**config.mk**
```make
export PLATFORM = sky130hd
export DESIGN_NAME = tcd_decoder
export DESIGN_NICKNAME = d
export VERILOG_FILES = /design/src/include/tcd_pkg.sv /design/src/rtl/tcd_decoder.sv /design/src/rtl/tcd_slot_seq.sv
export SDC_FILE = /design/constraint.sdc
export NUM_CORES = 1
export LEC_CHECK = 0
export ABC_AREA = 1
export BUFFER_PORTS_ARGS = -buffer_cell sky130_fd_sc_hd__buf_2
export CAP_MARGIN = 40
export CORE_AREA = 2 2 82 100
export CTS_BUF_LIST = sky130_fd_sc_hd__clkbuf_4 sky130_fd_sc_hd__clkbuf_8
export CTS_CLUSTER_SIZE = 20
export DETAILED_ROUTE_END_ITERATION = 6
export DIE_AREA = 0 0 84 102
export PLACE_DENSITY = 0.78
export SYNTH_ARGS = -nofsm -noshare
export SYNTH_HDL_FRONTEND = slang
export SYNTH_SLANG_ARGS = --single-unit
```
**constraint.sdc**
```tcl
create_clock -name clk -period 3.8 [get_ports clk]
set_input_delay 0.95 -clock clk [delete_from_list [all_inputs] [get_ports clk]]
set_output_delay 0.95 -clock clk [all_outputs]
set_load 0.05 [all_outputs]
```
**src/include/tcd_pkg.sv**
```systemverilog
// Package with command byte fields, function codes and decoder constants.
package tcd_pkg;
  localparam int unsigned CMD_W = 8;
  localparam int unsigned CMD_KIND_BIT = 7;
  localparam int unsigned FUNC_HI = 6;
  localparam int unsigned FUNC_LO = 3;
  localparam int unsigned PTR_HI = 6;
  localparam int unsigned PTR_LO = 3;
  localparam int unsigned RSVD_BIT = 2;
  localparam int unsigned BIAS_BIT = 1;
  localparam int unsigned DIR_BIT = 0;
  localparam logic DIR_READ = 1'b1;
  localparam logic [3:0] PTR_RESET = 4'h0;

  // Result register slots, one bit each in the update mask.
  localparam int unsigned SLOT_N = 10;
  localparam int unsigned SL_X1 = 0;
  localparam int unsigned SL_X2 = 1;
  localparam int unsigned SL_Y1 = 2;
  localparam int unsigned SL_Y2 = 3;
  localparam int unsigned SL_IX = 4;
  localparam int unsigned SL_IY = 5;
  localparam int unsigned SL_Z1 = 6;
  localparam int unsigned SL_Z2 = 7;
  localparam int unsigned SL_AUX = 9;

  typedef enum logic [3:0] {
    FN_SCAN_XYZ = 4'b0000,
    FN_SCAN_XY = 4'b0001,
    FN_X = 4'b0010,
    FN_Y = 4'b0011,
    FN_Z = 4'b0100,
    FN_AUX = 4'b0101,
    FN_IX = 4'b0110,
    FN_IY = 4'b0111,
    FN_AUX_CONT = 4'b1000,
    FN_RSV9 = 4'b1001,
    FN_RSV10 = 4'b1010,
    FN_RSV11 = 4'b1011,
    FN_RSV12 = 4'b1100,
    FN_DRV_X = 4'b1101,
    FN_DRV_Y = 4'b1110,
    FN_DRV_YX = 4'b1111
  } tcd_func_e;

  typedef enum logic [1:0] {
    ST_IDLE = 2'b00,
    ST_BIAS = 2'b01,
    ST_CONV = 2'b10,
    ST_DRIVE = 2'b11
  } tcd_state_e;
endpackage

```
**src/rtl/tcd_decoder.sv**
```systemverilog
`timescale 1ns/100ps
// Command byte decoder and converter function sequencer.
//
// Overview of operation
// - Top bit set starts a conversion function.
// - Top bit clear means register access command.
// - Code 0 repeats full XYZ scan until stop.
// - Code 1 repeats middle X/Y scan.
// - Code 2 converts X triplet once.
// - Code 3 converts Y triplet once.
// - Code 4 converts both pressures once.
// - Code 5 converts auxiliary input once.
// - Codes 6/7 convert middle X or Y.
// - Code 8 converts auxiliary input continuously.
// - Codes 13-15 switch on driver pairs.
// - Bias hold keeps bias on between conversions.
// - Pointer in bits six-three, direction bit zero.
// - Direction one stores pointer for reads.
// - Direction zero writes following data words.
module tcd_decoder
  import tcd_pkg::*;
#(
  parameter int unsigned DATA_W = 16
) (
  input wire logic clk,
  input wire logic rst,
  input wire logic ce,
  input wire logic [CMD_W-1:0] cmd_byte,
  input wire logic cmd_valid,
  input wire logic [DATA_W-1:0] wr_data,
  input wire logic wr_data_valid,
  input wire logic converter_abort,
  input wire logic pen_down,
  input wire logic conv_done,
  input wire logic bias_ready,
  output logic bias_on,
  output logic conv_start,
  output logic [SLOT_N-1:0] conv_slot,
  output logic [SLOT_N-1:0] result_update,
  output logic drv_xp,
  output logic drv_xm,
  output logic drv_yp,
  output logic drv_ym,
  output logic busy,
  output logic [3:0] active_func,
  output logic rsvd_cmd,
  output logic [3:0] read_ptr,
  output logic reg_wr_en,
  output logic [3:0] reg_wr_addr,
  output logic [DATA_W-1:0] reg_wr_data,
  output logic rsvd_bit_err
);
  tcd_state_e state_q, state_d;
  logic [3:0] func_q;
  logic repeat_q;
  logic bias_hold_on_q;
  logic [3:0] read_ptr_q;
  logic [3:0] wr_ptr_q;
  logic wr_armed_q;
  logic reg_wr_en_q;
  logic [3:0] reg_wr_addr_q;
  logic [DATA_W-1:0] reg_wr_data_q;
  logic rsvd_cmd_q;
  logic rsvd_bit_err_q;
  logic [SLOT_N-1:0] result_update_q;
  logic [3:0] drv_q;
  logic conv_start_q;
  logic [SLOT_N-1:0] slot_mask;
  // Mask of the running function, kept for repeating scans.
  logic [SLOT_N-1:0] slot_mask_q;
  logic bias_gap_q;
  logic [SLOT_N-1:0] cur;
  logic seq_empty;
  logic seq_load;
  logic seq_step;
  logic conv_cmd;
  logic acc_cmd;
  logic [3:0] func_code_bit;
  logic [3:0] reg_ptr_bit;
  logic last_slot;

  assign conv_cmd = cmd_valid && cmd_byte[CMD_KIND_BIT];
  assign acc_cmd = cmd_valid && !cmd_byte[CMD_KIND_BIT];
  assign func_code_bit = cmd_byte[FUNC_HI:FUNC_LO];
  assign reg_ptr_bit = cmd_byte[PTR_HI:PTR_LO];

  // Slot mask that each function code fills.
  always_comb begin
    slot_mask = '0;
    case (tcd_func_e'(func_code_bit))
      FN_SCAN_XYZ: begin
        slot_mask[SL_X1] = 1'b1;
        slot_mask[SL_X2] = 1'b1;
        slot_mask[SL_IX] = 1'b1;
        slot_mask[SL_Y1] = 1'b1;
        slot_mask[SL_Y2] = 1'b1;
        slot_mask[SL_IY] = 1'b1;
        slot_mask[SL_Z1] = 1'b1;
        slot_mask[SL_Z2] = 1'b1;
      end
      FN_SCAN_XY: begin
        slot_mask[SL_IX] = 1'b1;
        slot_mask[SL_IY] = 1'b1;
      end
      FN_X: begin
        slot_mask[SL_X1] = 1'b1;
        slot_mask[SL_X2] = 1'b1;
        slot_mask[SL_IX] = 1'b1;
      end
      FN_Y: begin
        slot_mask[SL_Y1] = 1'b1;
        slot_mask[SL_Y2] = 1'b1;
        slot_mask[SL_IY] = 1'b1;
      end
      FN_Z: begin
        slot_mask[SL_Z1] = 1'b1;
        slot_mask[SL_Z2] = 1'b1;
      end
      FN_AUX: slot_mask[SL_AUX] = 1'b1;
      FN_IX: slot_mask[SL_IX] = 1'b1;
      FN_IY: slot_mask[SL_IY] = 1'b1;
      FN_AUX_CONT: slot_mask[SL_AUX] = 1'b1;
      default: slot_mask = '0;
    endcase
  end

  // Slots run lowest first, so the highest mask bit is the last one.
  assign last_slot = (cur == slot_mask_q_last()) && (cur != '0);

  // A function is (re)loaded on a conversion command with a slot mask.
  assign seq_load = conv_cmd && (slot_mask != '0);
  assign seq_step = (state_q == ST_CONV) && conv_done;

  tcd_slot_seq #(
    .N(SLOT_N)
  ) u_seq (
    .clk(clk),
    .rst(rst),
    .ce(ce),
    .load(seq_load || (seq_step && repeat_q && last_slot)),
    .mask(seq_load ? slot_mask : slot_mask_q),
    .abort(converter_abort || (repeat_q && func_q != FN_AUX_CONT
      && !pen_down && state_q != ST_IDLE)),
    .step(seq_step),
    .cur(cur),
    .empty(seq_empty)
  );

  // Keep the mask so a repeating scan can reload it after its last slot.
  always_ff @(posedge clk) begin
    if (rst) begin
      slot_mask_q <= '0;
    end else if (ce && seq_load) begin
      slot_mask_q <= slot_mask;
    end
  end

  // Sequencer state: bias up, convert, then either next slot or idle.
  always_comb begin
    state_d = state_q;
    case (state_q)
      ST_IDLE: begin
        if (seq_load) begin
          state_d = bias_hold_on_q && bias_ready ? ST_CONV : ST_BIAS;
        end
      end
      ST_BIAS: if (bias_ready) state_d = ST_CONV;
      ST_CONV: begin
        if (conv_done) begin
          // Drop bias between conversions without hold.
          if (!bias_hold_on_q) state_d = ST_BIAS;
          if (!repeat_q && last_slot) state_d = ST_IDLE;
        end
      end
      ST_DRIVE: state_d = ST_DRIVE;
      default: state_d = ST_IDLE;
    endcase
    if (conv_cmd && func_code_bit >= FN_DRV_X) state_d = ST_DRIVE;
    if (conv_cmd && slot_mask != '0) state_d = ST_BIAS;
    if (converter_abort) state_d = ST_IDLE;
    if (repeat_q && func_q != FN_AUX_CONT && !pen_down
        && state_q != ST_IDLE && state_q != ST_DRIVE) state_d = ST_IDLE;
  end

  function automatic logic [SLOT_N-1:0] slot_mask_q_last();
    slot_mask_q_last = '0;
    for (int i = 0; i < SLOT_N; i++) begin
      if (slot_mask_q[i]) slot_mask_q_last = SLOT_N'(1) << i;
    end
  endfunction

  always_ff @(posedge clk) begin
    if (rst) begin
      state_q <= ST_IDLE;
    end else if (ce) begin
      state_q <= state_d;
    end
  end

  // Function latch; the repeat flag marks codes 0, 1 and 8.
  always_ff @(posedge clk) begin
    if (rst) begin
      func_q <= 4'h0;
      repeat_q <= 1'b0;
      rsvd_cmd_q <= 1'b0;
    end else if (ce) begin
      if (converter_abort) begin
        repeat_q <= 1'b0;
        rsvd_cmd_q <= 1'b0;
      end else if (conv_cmd) begin
        func_q <= func_code_bit;
        repeat_q <= (func_code_bit == FN_SCAN_XYZ)
          || (func_code_bit == FN_SCAN_XY)
          || (func_code_bit == FN_AUX_CONT);
        rsvd_cmd_q <= (func_code_bit >= FN_RSV9)
          && (func_code_bit <= FN_RSV12);
      end else if (state_d == ST_IDLE) begin
        repeat_q <= 1'b0;
      end
    end
  end

  always_ff @(posedge clk) begin
    if (rst) begin
      drv_q <= 4'h0;
    end else if (ce) begin
      if (converter_abort || (conv_cmd && func_code_bit < FN_DRV_X)) begin
        drv_q <= 4'h0;
      end else if (conv_cmd) begin
        case (tcd_func_e'(func_code_bit))
          FN_DRV_X: drv_q <= 4'b0011;
          FN_DRV_Y: drv_q <= 4'b1100;
          default: drv_q <= 4'b0110;
        endcase
      end
    end
  end
  assign drv_xp = drv_q[0];
  assign drv_xm = drv_q[1];
  assign drv_yp = drv_q[2];
  assign drv_ym = drv_q[3];

  // Conversion request and result strobes, one cycle each.
  always_ff @(posedge clk) begin
    if (rst) begin
      conv_start_q <= 1'b0;
      result_update_q <= '0;
    end else if (ce) begin
      conv_start_q <= (state_d == ST_CONV) && (state_q != ST_CONV
        || conv_done) && !converter_abort;
      result_update_q <= seq_step ? cur : '0;
    end
  end
  assign conv_start = conv_start_q;
  assign conv_slot = cur;
  assign result_update = result_update_q;

  // One bias-off cycle after each conversion without hold.
  always_ff @(posedge clk) begin
    if (rst) begin
      bias_gap_q <= 1'b0;
    end else if (ce) begin
      bias_gap_q <= (state_q == ST_CONV) && conv_done && !bias_hold_on_q;
    end
  end

  // Bias stays on while holding and a function runs.
  assign bias_on = (state_q == ST_CONV)
    || (state_q == ST_BIAS && !bias_gap_q)
    || (bias_hold_on_q && state_q != ST_IDLE && state_q != ST_DRIVE);
  assign busy = (state_q != ST_IDLE);
  assign active_func = func_q;
  assign rsvd_cmd = rsvd_cmd_q;

  // Register access handling: pointer, bias hold and direction.
  always_ff @(posedge clk) begin
    if (rst) begin
      bias_hold_on_q <= 1'b0;
      read_ptr_q <= PTR_RESET;
      wr_ptr_q <= PTR_RESET;
      wr_armed_q <= 1'b0;
      rsvd_bit_err_q <= 1'b0;
    end else if (ce) begin
      if (acc_cmd) begin
        bias_hold_on_q <= cmd_byte[BIAS_BIT];
        rsvd_bit_err_q <= cmd_byte[RSVD_BIT];
        if (cmd_byte[DIR_BIT] == DIR_READ) begin
          read_ptr_q <= reg_ptr_bit;
          wr_armed_q <= 1'b0;
        end else begin
          wr_ptr_q <= reg_ptr_bit;
          wr_armed_q <= 1'b1;
        end
      end else if (conv_cmd) begin
        wr_armed_q <= 1'b0;
      end
    end
  end

  // Forward data words to the pointed register.
  always_ff @(posedge clk) begin
    if (rst) begin
      reg_wr_en_q <= 1'b0;
      reg_wr_addr_q <= PTR_RESET;
      reg_wr_data_q <= '0;
    end else if (ce) begin
      reg_wr_en_q <= wr_armed_q && wr_data_valid && !cmd_valid;
      if (wr_armed_q && wr_data_valid && !cmd_valid) begin
        reg_wr_addr_q <= wr_ptr_q;
        reg_wr_data_q <= wr_data;
      end
    end
  end
  assign read_ptr = read_ptr_q;
  assign reg_wr_en = reg_wr_en_q;
  assign reg_wr_addr = reg_wr_addr_q;
  assign reg_wr_data = reg_wr_data_q;
  assign rsvd_bit_err = rsvd_bit_err_q;
endmodule

```
**src/rtl/tcd_slot_seq.sv**
```systemverilog
`timescale 1ns/100ps
// Walks a slot mask lowest bit first, one conversion request per slot.
module tcd_slot_seq
  import tcd_pkg::*;
#(
  parameter int unsigned N = SLOT_N
) (
  input wire logic clk,
  input wire logic rst,
  input wire logic ce,
  input wire logic load,
  input wire logic [N-1:0] mask,
  input wire logic abort,
  input wire logic step,
  output logic [N-1:0] cur,
  output logic empty
);
  logic [N-1:0] pend_q;

  // Lowest pending slot, isolated as a one-hot vector.
  assign cur = pend_q & (~pend_q + {{(N-1){1'b0}}, 1'b1});
  assign empty = (pend_q == '0);

  // Load wins over step so a restart never loses the fresh mask.
  always_ff @(posedge clk) begin
    if (rst) begin
      pend_q <= '0;
    end else if (ce) begin
      if (abort) begin
        pend_q <= '0;
      end else if (load) begin
        pend_q <= mask;
      end else if (step) begin
        pend_q <= pend_q & ~cur;
      end
    end
  end
endmodule

```
==> impl_metrics.tcl <==
set metrics [dict create \
    grt_max_degree 33 \
    grt_overflow 0 \
    path_clk_slew_ns 0.08 \
    tritoncts "yes" \
    cts_setup_buffers 0 \
    syn-num-nets 494 \
    grt_pass1_vias 3217 \
    die_w_um 84 \
    start_kind "register" \
    vias_per_cell 5.277 \
    grtUsageTotal 0.2141 \
    min_period_ns 2.786 \
    synthTopCellsByArea "dfxtp_1 43%, nand2_1 8.7%, nor2_1 8.7%, o21ai_0 7.2%, a21oi_1 6.5%" \
    crit_start "u_seq.pend_q[0]" \
    yosysWarnings 0 \
    crit_slowest_cell "dfxtp_1" \
    worst_slew_pin_slew_ns 0.7389 \
    ir_drop_mv 0.2623 \
    grt_pass1_wl_mm 14.72 \
    cp_cell_sequence "nor2_4, nand3_2, nor2_4, nand2_4, nor2_4, nand2_2, inv_1, buf_2" \
    cts_root_buffer "clkbuf_8" \
    antenna_found_initial 0 \
    antenna-diode-count 0 \
    hpwl_mm 6.570 \
    min_period_over_period 0.7331 \
    netlist_instances 461 \
    status "complete, no violations" \
    gp_congestion 0.8741 \
    drt-initial-drc-count 147 \
    num_io_pins 91 \
    h-tree-depth 3 \
    postRouteAntennaNets 0 \
    end_kind "output pin" \
    cts_hold_buf 0 \
    fmax_mhz 359.0 \
    drcViolationCount 0 \
    path_buf_inv 2 \
    die_area_mm2 0.008568 \
    drive_above_1_share 0.2577 \
    num_rows 35 \
    clk_path_buf_depth 2 \
    vias 3414 \
    first_pass_iters 7 \
    finalPower_uw 1577 \
    rsz0062_at_grt "no" \
    core_area_mm2 0.007576 \
    drv_slew 0 \
    finClkSkew_ns 0.005918 \
    avgSynthCellArea_um2 7.225 \
    min_path_type "register to register" \
    critPathTopFamily "simple AND/OR/NAND/NOR gates" \
    leakage_uw 0.001935 \
    path_max_fanout 7 \
    min_from "result_update[0]" \
    report.final.hold_viol_count 0 \
    synth_top_cell_area_share 0.4328 \
    syn_to_final_growth_pct 22.61 \
    place_area_mm2 0.003884 \
    p_per_area_mw_per_mm2 386.2 \
    fin_area_mm2 0.004084 \
    ys_types 38 \
    cts_sinks 72 \
    final.setup.tns_ns 0 \
    cpMostUsedCell "nor2_4" \
    portBuffers 90 \
    start_util 0.4396 \
    layout.nets 583 \
    fp.dieH_um 102 \
    critPathArrivalTime_ns 1.84 \
    final_core_util 0.5391 \
    cap_violations 0 \
    cts_buffers 9 \
    cpPeakStageDelay_ns 0.37 \
    wl_mm 8.915 \
    ys_seq_area_frac 0.4328 \
    slew_headroom 0.5056 \
    yosysTopAreaCell "dfxtp_1" \
    setup-violations-final 0 \
    r2r_start "u_seq.pend_q[0]" \
    critical_path_class "register to output pin" \
    netlist_area_mm2 0.003331 \
    ys_seq_elements 72 \
    cp_data_required_time_ns 2.85 \
    num-fill-cells 731 \
    wl_per_cell_um 13.78 \
    clk-insertion-delay-late_ns 0.35 \
    cts_resized 0 \
]
## routing by layer
metal,vias up,track usage,part of all wire
li1,1700,-,-
met1,1559,0.2332,0.40
met2,147,0.3957,0.52
met3,8,0.07754,0.081
met4,0,0.05707,0.0079
met5,-,0,0
## final timing paths
kind                      endpoint  slack [ns]  cells after the start
setup / recovery      conv_slot[9]        1.01                      8
hold / removal    result_update[0]        0.47                      2
setup reg to reg        conv_start        1.63                     13
hold reg to reg   result_update[0]        0.47                      2
## synth_stat cells, drive strengths merged
| master | count |
|---|---|
| o211ai | 2 |
| o21a | 1 |
| o2111ai | 1 |
| or2 | 1 |
| a22oi | 4 |
| o31ai | 6 |
| xnor2 | 1 |
| a31oi | 1 |
| buf | 3 |
| o21ai | 51 |
| nor3 | 8 |
| clkinv | 1 |
| nor2 | 88 |
| inv | 45 |
| nand3 | 19 |
| nand2 | 82 |
| a21oi | 46 |
| nor4 | 2 |
| xor2 | 1 |
| clkbuf | 13 |
| nand4 | 7 |
| nand3b | 1 |
| dfxtp | 72 |
| a21boi | 1 |
| a211oi | 4 |
## layout by cell type, fill, tap and decap left out, types with 4 or more instances in the layout
cell / synthesis / routed
a211oi_1: 4 / 4
dfxtp_1: 72 / 72
nor2_4: 6 / 6
a21oi_1: 43 / 43
a22oi_1: 4 / 4
o31ai_1: 5 / 5
nand3_1: 17 / 17
nor3_1: 7 / 6
buf_2: 0 / 90
inv_1: 38 / 38
nand2_1: 77 / 77
o21ai_0: 48 / 48
nand4_1: 5 / 5
inv_2: 7 / 7
clkbuf_8: 0 / 9
nor2_1: 77 / 77
nor2_2: 4 / 4
## final cells by class
class / instances / area [um^2] / share of cell area
Multi-Input combinational cell: 327 / 1654 / 0.4050
Inverter: 46 / 172.7 / 0.04228
Timing Repair Buffer: 94 / 500.5 / 0.1225
Sequential cell: 72 / 1441 / 0.3529
Tap cell: 92 / 115.1 / 0.02819
Clock buffer: 10 / 131.4 / 0.03217
Clock inverter: 6 / 68.82 / 0.01685
## kinds of logic (layout without fill, tap and decap cells)
logic type	count (synthesis)	count (layout)	share of synthesized area
flip-flops	72	72	0.4328
XOR/XNOR	2	2	0.005260
AO/OA/AOI/OAI	117	117	0.1984
AND/OR/NAND/NOR	208	208	0.2915
buffers and inverters	62	156	0.07213
## metrics by stage
step,setup slack [ns],cells,hold slack (ns)
6_report,1.014,647,0.4666
5_1_grt,0.8704,647,0.4926
4_1_cts,0.9880,647,0.4660
3_5_place_dp,0.8684,631,0.4540
3_3_place_gp,0.9384,630,0.4510
2_1_floorplan,1.332,461,0.4496
## state kept, by name (all words and copies together) (netlist names)
signal          flops
state_q             2
bias_hold_on_q      1
active_func         4
slot_mask_q         6
wr_armed_q          1
reg_wr_addr         4
u_seq.pend_q       10
drv_q               4
reg_wr_en           1
rsvd_bit_err        1
read_ptr            4
result_update      10
rsvd_cmd            1
reg_wr_data        16
conv_start          1
wr_ptr_q            4
repeat_q            1
bias_gap_q          1
## tightest hold or removal path, stage by stage (launching register included)
cell	delay (ns)
dfxtp_1	0.31
nand2_1	0.06
a21oi_1	0.05
## report_power, final
part | internal [uW] | switching [uW] | total (uW)
Clock | 314 | 301 | 615
Combinational | 54.6 | 130 | 185
Sequential | 768 | 9.98 | 778
Total | 1140 | 441 | 1580
No activity file was read; power rests on OpenSTA's default activity.
